--- src/i2cs_pkg.sv ---
// constants of the two-wire slave: register map, field positions, reset values, timing
package i2cs_pkg;

    // register byte offsets on the bus
    localparam logic [7:0] I2CS_OFS_STATUS  = 8'h00;
    localparam logic [7:0] I2CS_OFS_OWNADDR = 8'h04;
    localparam logic [7:0] I2CS_OFS_DATA    = 8'h08;
    localparam logic [7:0] I2CS_OFS_IRQ     = 8'h0c;

    // slave_status_control field positions
    localparam int I2CS_BIT_ACK_GEN_ENABLE   = 7;
    localparam int I2CS_BIT_EN     = 6;
    localparam int I2CS_BIT_IRQEN  = 5;
    localparam int I2CS_BIT_GCALL  = 4;
    localparam int I2CS_BIT_DIR    = 3;
    localparam int I2CS_BIT_BUSY   = 2;
    localparam int I2CS_BIT_MATCH  = 1;
    localparam int I2CS_BIT_LACK   = 0;

    // interrupt control register field positions
    localparam int I2CS_BIT_FLAG   = 0;
    localparam int I2CS_BIT_SYSEN  = 1;

    // reset values
    localparam logic [7:0] I2CS_RST_STATUS = 8'h00;
    localparam logic [6:0] I2CS_RST_OWN    = 7'h00;
    localparam logic [7:0] I2CS_RST_DATA   = 8'h00;

    // general call address
    localparam logic [6:0] I2CS_GCALL_ADDR = 7'h00;

    // bit counter value after a full byte
    localparam logic [3:0] I2CS_BYTE_BITS  = 4'h8;

    // timing: system clock and standard and fastest supported bus bit times
    localparam int I2CS_CLK_NS       = 50;
    localparam int I2CS_STD_BIT_NS   = 10000;
    localparam int I2CS_FAST_BIT_NS  = 2500;
    localparam int I2CS_FAST_BIT_CYC = I2CS_FAST_BIT_NS / I2CS_CLK_NS;
    localparam int I2CS_STD_BIT_CYC  = I2CS_STD_BIT_NS / I2CS_CLK_NS;

    typedef enum logic [7:0] {
        I2CS_ST_IDLE = 8'h01,
        I2CS_ST_ADDR = 8'h02,
        I2CS_ST_ACK  = 8'h04,
        I2CS_ST_RX   = 8'h08,
        I2CS_ST_TX   = 8'h10,
        I2CS_ST_RACK = 8'h20,
        I2CS_ST_WAIT = 8'h40,
        I2CS_ST_IGN  = 8'h80
    } i2cs_state_t;

endpackage : i2cs_pkg

--- src/i2cs_sync.sv ---
// two-flop synchroniser for one pin input
`timescale 1ns/1ps
module i2cs_sync #(
    parameter logic RST_VAL = 1'b1
) (
    input  wire logic clk_sys,
    input  wire logic rst_n,
    input  wire logic d,
    output logic      q
);
    typedef struct packed {
        logic meta;
        logic stable;
    } i2cs_sync_t;

    i2cs_sync_t r;
    i2cs_sync_t next_r;

    always_comb begin
        next_r.meta   = d;
        next_r.stable = r.meta;
    end

    always_ff @(posedge clk_sys or negedge rst_n) begin
        if (!rst_n) begin
            r <= '{meta: RST_VAL, stable: RST_VAL};
        end else begin
            r <= next_r;
        end
    end

    assign q = r.stable;
endmodule : i2cs_sync

--- src/i2cs_slave.sv ---
// two-wire slave interface with ahb-lite register port
// Functional notes
// - general call flag set when received address is all zeros
// - direction status loaded from read/write bit: 0 receive, 1 transmit
// - bus busy set on start, cleared on stop
// - address match set on own address, cleared on start or stop
// - last ninth bit recorded: 0 acknowledged, 1 not acknowledged
// - interrupt requested only when block and system enables are both set
// - status register readable at any time, enabled or not
// - start is data falling, stop is data rising, clock high
// - start before stop is repeated start; busy stays set
// - first byte after start is 7-bit address plus direction bit
// - matching address byte acknowledged by pulling data low in ninth clock
// - bytes shifted most significant bit first both ways
// - direction 0 master to slave, 1 slave to master
// - each received write data byte acknowledged
// - data changes only while clock low; bit ends at clock fall
// - ones by releasing open drain, zeros by driving low
// - byte done flag raised after every data byte received or sent and every acknowledged address byte
// - read request switches to transmit, write request to receive
// - received byte readable in data register; written byte sent next
// - clock held low after each flagged byte until flag cleared
// - works at 100 kbit/s and 400 kbit/s bus rates
//
// The register offsets and the AHB-Lite interface to the registers are this design's own decisions.
`timescale 1ns/1ps
module i2cs_slave (
    input  wire logic        clk_sys,
    input  wire logic        rst_n,
    input  wire logic        hsel,
    input  wire logic [31:0] haddr,
    input  wire logic [1:0]  htrans,
    input  wire logic        hwrite,
    input  wire logic [2:0]  hsize,
    input  wire logic [31:0] hwdata,
    input  wire logic        hready,
    output logic      [31:0] hrdata,
    output logic             hreadyout,
    output logic             hresp,
    input  wire logic        scl_in,
    output logic             scl_out,
    output logic             scl_oe,
    input  wire logic        sda_in,
    output logic             sda_out,
    output logic             sda_oe,
    output logic             irq
);
    typedef struct packed {
        i2cs_pkg::i2cs_state_t state;
        logic [3:0]            cnt;
        logic [7:0]            sh;
        logic [7:0]            data;
        logic [6:0]            own;
        logic                  ack_gen_enable;
        logic                  en;
        logic                  irqen;
        logic                  gcall;
        logic                  dir;
        logic                  busy;
        logic                  match;
        logic                  lack;
        logic                  flag;
        logic                  sysen;
        logic                  sda_drv;
        logic                  scl_drv;
        logic                  scl_q;
        logic                  sda_q;
        logic                  bus_act;
        logic                  bus_wr;
        logic [7:0]            bus_addr;
        logic [31:0]           rdata;
    } i2cs_regs_t;

    i2cs_regs_t r;
    i2cs_regs_t next_r;

    logic       scl_s;
    logic       sda_s;
    logic       scl_rise;
    logic       scl_fall;
    logic       start_det;
    logic       stop_det;
    logic       byte_end;
    logic       addr_hit;
    logic [7:0] status_byte;

    // pins are asynchronous to clk_sys; 100 ns of latency is small against a 2.5 us bit
    i2cs_sync #(.RST_VAL(1'b1)) u_sync_scl (
        .clk_sys (clk_sys),
        .rst_n   (rst_n),
        .d       (scl_in),
        .q       (scl_s)
    );

    i2cs_sync #(.RST_VAL(1'b1)) u_sync_sda (
        .clk_sys (clk_sys),
        .rst_n   (rst_n),
        .d       (sda_in),
        .q       (sda_s)
    );

    assign scl_rise  = scl_s && !r.scl_q;
    assign scl_fall  = !scl_s && r.scl_q;
    assign start_det = scl_s && r.scl_q && r.sda_q && !sda_s;
    assign stop_det  = scl_s && r.scl_q && !r.sda_q && sda_s;
    assign byte_end  = scl_fall && (r.cnt == i2cs_pkg::I2CS_BYTE_BITS);
    assign addr_hit  = (r.sh[7:1] == r.own) || (r.sh[7:1] == i2cs_pkg::I2CS_GCALL_ADDR);

    assign status_byte = {r.ack_gen_enable, r.en, r.irqen, r.gcall, r.dir, r.busy, r.match, r.lack};

    always_comb begin
        next_r       = r;
        next_r.scl_q = scl_s;
        next_r.sda_q = sda_s;

        // data phase of a write: registers take hwdata
        if (r.bus_act && r.bus_wr) begin
            case (r.bus_addr)
                i2cs_pkg::I2CS_OFS_STATUS: begin
                    next_r.ack_gen_enable  = hwdata[i2cs_pkg::I2CS_BIT_ACK_GEN_ENABLE];
                    next_r.en    = hwdata[i2cs_pkg::I2CS_BIT_EN];
                    next_r.irqen = hwdata[i2cs_pkg::I2CS_BIT_IRQEN];
                    next_r.dir   = hwdata[i2cs_pkg::I2CS_BIT_DIR];
                end
                i2cs_pkg::I2CS_OFS_OWNADDR: begin
                    next_r.own = hwdata[6:0];
                end
                i2cs_pkg::I2CS_OFS_DATA: begin
                    next_r.data = hwdata[7:0];
                end
                i2cs_pkg::I2CS_OFS_IRQ: begin
                    next_r.sysen = hwdata[i2cs_pkg::I2CS_BIT_SYSEN];
                    if (hwdata[i2cs_pkg::I2CS_BIT_FLAG]) begin
                        next_r.flag = 1'b0;
                    end
                end
                default: begin
                end
            endcase
        end

        // address phase: read data is captured here, one cycle ahead of its data phase
        next_r.bus_act = hsel && hready && htrans[1];
        if (hsel && hready && htrans[1]) begin
            next_r.bus_wr   = hwrite;
            next_r.bus_addr = haddr[7:0];
            case (haddr[7:0])
                i2cs_pkg::I2CS_OFS_STATUS:  next_r.rdata = {24'h000000, status_byte};
                i2cs_pkg::I2CS_OFS_OWNADDR: next_r.rdata = {25'h0, r.own};
                i2cs_pkg::I2CS_OFS_DATA:    next_r.rdata = {24'h000000, r.data};
                i2cs_pkg::I2CS_OFS_IRQ:     next_r.rdata = {30'h0, r.sysen, r.flag};
                default:                    next_r.rdata = 32'h00000000;
            endcase
        end

        // byte engine; flag sets below override a clear in the same cycle
        case (r.state)
            i2cs_pkg::I2CS_ST_ADDR, i2cs_pkg::I2CS_ST_RX: begin
                if (scl_rise) begin
                    next_r.sh  = {r.sh[6:0], sda_s};
                    next_r.cnt = r.cnt + 4'h1;
                end else if (byte_end && r.state == i2cs_pkg::I2CS_ST_ADDR) begin
                    next_r.gcall = (r.sh[7:1] == i2cs_pkg::I2CS_GCALL_ADDR);
                    next_r.match = (r.sh[7:1] == r.own);
                    if (addr_hit && r.ack_gen_enable) begin
                        next_r.dir     = r.sh[0];
                        next_r.sda_drv = 1'b1;
                        next_r.state   = i2cs_pkg::I2CS_ST_ACK;
                    end else begin
                        next_r.state = i2cs_pkg::I2CS_ST_IGN;
                    end
                end else if (byte_end) begin
                    next_r.data    = r.sh;
                    next_r.sda_drv = r.ack_gen_enable;
                    next_r.state   = i2cs_pkg::I2CS_ST_ACK;
                end
            end
            i2cs_pkg::I2CS_ST_ACK, i2cs_pkg::I2CS_ST_RACK: begin
                if (scl_rise) begin
                    next_r.lack = sda_s;
                end else if (scl_fall) begin
                    next_r.sda_drv = 1'b0;
                    next_r.flag    = 1'b1;
                    next_r.scl_drv = 1'b1;
                    next_r.state   = i2cs_pkg::I2CS_ST_WAIT;
                end
            end
            i2cs_pkg::I2CS_ST_WAIT: begin
                // clock is stretched here, so the first transmit bit sets up while scl is low
                if (!r.flag) begin
                    next_r.scl_drv = 1'b0;
                    next_r.cnt     = 4'h0;
                    if (r.lack) begin
                        next_r.state = i2cs_pkg::I2CS_ST_IGN;
                    end else if (r.dir) begin
                        next_r.sh      = r.data;
                        next_r.sda_drv = !r.data[7];
                        next_r.state   = i2cs_pkg::I2CS_ST_TX;
                    end else begin
                        next_r.state = i2cs_pkg::I2CS_ST_RX;
                    end
                end
            end
            i2cs_pkg::I2CS_ST_TX: begin
                if (scl_rise) begin
                    next_r.cnt = r.cnt + 4'h1;
                end else if (byte_end) begin
                    next_r.sda_drv = 1'b0;
                    next_r.state   = i2cs_pkg::I2CS_ST_RACK;
                end else if (scl_fall) begin
                    next_r.sh      = {r.sh[6:0], 1'b0};
                    next_r.sda_drv = !r.sh[6];
                end
            end
            i2cs_pkg::I2CS_ST_IDLE, i2cs_pkg::I2CS_ST_IGN: begin
            end
            default: begin
                next_r.state = i2cs_pkg::I2CS_ST_IDLE;
            end
        endcase

        // bus conditions take priority over the byte engine
        if (start_det) begin
            next_r.busy    = 1'b1;
            next_r.match   = 1'b0;
            next_r.gcall   = 1'b0;
            next_r.cnt     = 4'h0;
            next_r.sda_drv = 1'b0;
            next_r.scl_drv = 1'b0;
            next_r.state   = i2cs_pkg::I2CS_ST_ADDR;
        end else if (stop_det) begin
            next_r.busy    = 1'b0;
            next_r.match   = 1'b0;
            next_r.sda_drv = 1'b0;
            next_r.scl_drv = 1'b0;
            next_r.state   = i2cs_pkg::I2CS_ST_IDLE;
        end

        // disabled module leaves the lines alone but still tracks busy
        if (!r.en) begin
            next_r.sda_drv = 1'b0;
            next_r.scl_drv = 1'b0;
            next_r.state   = i2cs_pkg::I2CS_ST_IDLE;
        end
    end

    always_ff @(posedge clk_sys or negedge rst_n) begin
        if (!rst_n) begin
            r          <= '0;
            r.state    <= i2cs_pkg::I2CS_ST_IDLE;
            r.data     <= i2cs_pkg::I2CS_RST_DATA;
            r.own      <= i2cs_pkg::I2CS_RST_OWN;
            r.ack_gen_enable     <= i2cs_pkg::I2CS_RST_STATUS[i2cs_pkg::I2CS_BIT_ACK_GEN_ENABLE];
            r.en       <= i2cs_pkg::I2CS_RST_STATUS[i2cs_pkg::I2CS_BIT_EN];
            r.irqen    <= i2cs_pkg::I2CS_RST_STATUS[i2cs_pkg::I2CS_BIT_IRQEN];
            r.scl_q    <= 1'b1;
            r.sda_q    <= 1'b1;
        end else begin
            r <= next_r;
        end
    end

    assign hrdata    = r.rdata;
    assign hreadyout = 1'b1;
    assign hresp     = 1'b0;
    assign scl_out   = 1'b0;
    assign sda_out   = 1'b0;
    assign scl_oe    = r.scl_drv;
    assign sda_oe    = r.sda_drv;
    assign irq       = r.flag && r.irqen && r.sysen;
endmodule : i2cs_slave

--- config.mk ---
export PLATFORM = sky130hd
export DESIGN_NAME = i2cs_slave
export DESIGN_NICKNAME = d
export VERILOG_FILES = /design/src/i2cs_pkg.sv /design/src/i2cs_sync.sv /design/src/i2cs_slave.sv
export SDC_FILE = /design/constraint.sdc
export NUM_CORES = 1
export LEC_CHECK = 0
export ABC_AREA = 1
export ABC_CLOCK_PERIOD_IN_PS = 2200
export BUFFER_PORTS_ARGS = -buffer_cell sky130_fd_sc_hd__buf_2
export CORE_MARGIN = 3
export CORE_UTILIZATION = 54
export CTS_BUF_LIST = sky130_fd_sc_hd__clkbuf_4 sky130_fd_sc_hd__clkbuf_8
export DETAILED_ROUTE_END_ITERATION = 10
export HOLD_SLACK_MARGIN = 0.12
export PLACE_DENSITY_LB_ADDON = 0.05
export SYNTH_ARGS = -nofsm -noshare
export SYNTH_HDL_FRONTEND = slang
export SYNTH_SLANG_ARGS = --single-unit
--- constraint.sdc ---
create_clock -name clk_sys -period 2.2 [get_ports clk_sys]
set_input_delay 0.66 -clock clk_sys [delete_from_list [all_inputs] [get_ports clk_sys]]
set_output_delay 0.66 -clock clk_sys [all_outputs]
set_load 0.005 [all_outputs]
==> out/results.ini <==
[yosys]
ys_types = 38
synth.area.mux_share_pct = 0
synthCells = 536
synth-simple-area-share_pct = 26.2
synth_xor_xnor_area_share_pct = 0.430
ys_warn_count = 0
synth_compound_area_share_pct = 14.6
synth_area_per_cell_um2 = 7.60
ys_seq_area_share_pct = 43.8
synth_fa_ha_area_share_pct = 0.614
ys.flop_type = dfrtp_1
ys_ff_latch = 71
synth_edf_count = 0
synth.top_cell.area_share_pct = 39.3
yosys-top-cells-area = dfrtp_1 39%, nand2_1 13%, o21ai_0 7.3%
yosysTopAreaCell = dfrtp_1
synth_top_family_by_area = simple AND/OR/NAND/NOR gates
async_flop_share_pct = 100
synth.cell_area_mm2 = 0.00407

[clocking]
cts-resized-gates = 0
insertion_delay_ns = 0.36
post_cts_buffers = 0
cts_num_sinks = 71
htree_num_levels = 3
cts_tree = yes
cts_buffer_depth = 2
cts-hold-fix-buffers = 0
cts_buffers = 9
clk_pin_slew_ns = 0.08
cts-root-buf = clkbuf_8

[floorplan]
num_rows = 31
die_w_um = 92.8
start_util_pct = 55.9
core_area_mm2 = 0.00729
die_h_um = 92.8
ioPinCount = 115
die_area_mm2 = 0.00862

[cells_and_area]
area_growth_syn_to_layout_pct = 8.14
final_cell_mix = 138 x nand2_1, 66 x inv_1, 64 x dfrtp_1
layout-drive-gt1-share_pct = 16.4
nFillCells = 697
diodes = 0
fin_nets = 646
layout_commonest_cell = nand2_1

[route]
first_pass_iters = 5
avgRoutedWirePerCell_um = 13.7
drt_iter0_drc = 261
ant_nets = 0
remaining_drc_errors = 0
via_per_inst = 5.12
vias = 3440
routed_wl_um = 9180

[pwr]
seq_power_share_pct = 40.1
p_int_mw = 2.65
leakagePower_nw = 2.35
combPwrFrac_pct = 34.7
switchingPower_mw = 1.65
ir_drop_v = 0.000387
switching_share_pct = 38.3
power.density_mw_per_mm2 = 975
total_power_mw = 4.30
power_frac_clock_pct = 25.3

[critical_path]
timing.critical_path.arrival_ns = 2.25
timing.critical_path.from = r[33]
crit_type = reg2reg
path_max_fanout = 16
cp.required_ns = 2.48
endpoint_kind = flip-flop
start_kind = flip-flop
timing.rr.start = r[33]

[placement]
hpwl_um = 6920
gp_congestion = 0.944
portBuffers = 34
pre_cts_ws_ns = 0.247

[flow_run]
drv_cap = 0

[worst_hold_path]
hp-class = in2async

[timing]
setup_tns_ns = 0
slew_viol_final = 0
finClkSkew_ns = 0.00769
setup_violations = 0
fin_crit_sh_pct = 89.6
period_needed_ns = 1.97
fin_ws_ns = 0.229
rsz0062_at_grt = false
relSlewSlack_pct = 62.8
finalHoldViolations = 0
timing.fmax_mhz = 507
worst_pin_slew_ns = 0.557

[grt]
antenna_found_initial = 0
grt_remaining_overflow = 0
grt_pass1_vias = 3223
grt_max_degree = 72
track_usage_pct = 23.2
grt_pass1_wl_um = 15500

[run_status]
status = completed

[sequential cells by signal, summed over array words and instances (netlist names)]
register           flops
u_sync_scl.q           1
u_sync_scl.next_r      1
u_sync_sda.next_r      1
hrdata                 8
scl_oe                 1
u_sync_sda.q           1
sda_oe                 1
r                     57
[worst max-delay path, cell delays in order, from the launching register on]
cell	delay (ns)
dfrtp_1	0.38
or2_2	0.30
nor3_1	0.28
nand2_1	0.41
o21ai_0	0.30
a21oi_1	0.06
a21oi_1	0.15
[power groups by stage]
stage	combinational, mW	clock, mW	sequential (mW)
2_1_floorplan	1.18	0	1.70
6_report	1.49	1.09	1.72
3_3_place_gp	1.45	0	1.73
3_5_place_dp	1.48	0	1.74
5_1_grt	1.71	1.16	1.75
4_1_cts	1.49	1.10	1.72
[stage by stage]
step           area (µm²)  hold slack, ns  cells  utilization [%]
2_1_floorplan        4170           0.345    562                -
3_3_place_gp         4200           0.345    656             57.6
3_5_place_dp         4200           0.347    656             57.6
4_1_cts              4400           0.333    672             60.4
5_1_grt              4400           0.335    672             60.4
6_report             4400           0.308    672             60.4
[cell type report]
class	count	area, µm²	share of cell area, %
Clock buffer	13	160	3.64
Sequential cell	71	1790	40.5
Multi-Input combinational cell	378	1810	41.1
Tap cell	99	124	2.81
Timing Repair Buffer	40	228	5.17
Inverter	68	255	5.80
Clock inverter	3	42.5	0.966
[final timing paths]
check                      depth (start not counted)      endpoint  slack, ns
setup / recovery                                   6         r[67]       0.23
hold / removal                                     2         r[37]       0.31
setup reg to reg                                   6         r[67]       0.23
hold reg to reg                                    0  u_sync_scl.q       0.36
max in group asynchronous                          2         r[42]       1.54
min in group clk_sys                               0  u_sync_scl.q       0.36
[per-layer routing]
metal / routed length, µm / global-route usage (%) / up-vias / part of all wire (%)
met5: 0 / 0 / - / 0
met4: 123 / 6.84 / 0 / 1.3
met3: 591 / 6.01 / 13 / 6.4
met2: 4140 / 34.3 / 112 / 45
met1: 4330 / 33.4 / 1600 / 47
li1: - / - / 1715 / -
[cell usage after synthesis (all sizes together) (2+ instances only)]
cell type / n
nand2: 145
o21ai: 76
inv: 68
dfrtp: 64
nor2: 47
buf: 39
nand3: 24
a21oi: 21
nor3: 10
nand4: 8
dfstp: 7
clkbuf: 6
o211ai: 5
conb: 2
ha: 2
o22ai: 2
[kinds of logic (layout without fill, tap and decap cells)]
kind of cell / after synthesis / in the layout
AND/OR/NAND/NOR: 239 / 239
buffers and inverters: 113 / 124
AO/OA/AOI/OAI: 107 / 107
flip-flops: 71 / 71
adder cells (fa/ha/maj): 2 / 2
other: 2 / 28
XOR/XNOR: 2 / 2
Note: power is estimated with default switching activity, not from simulation.
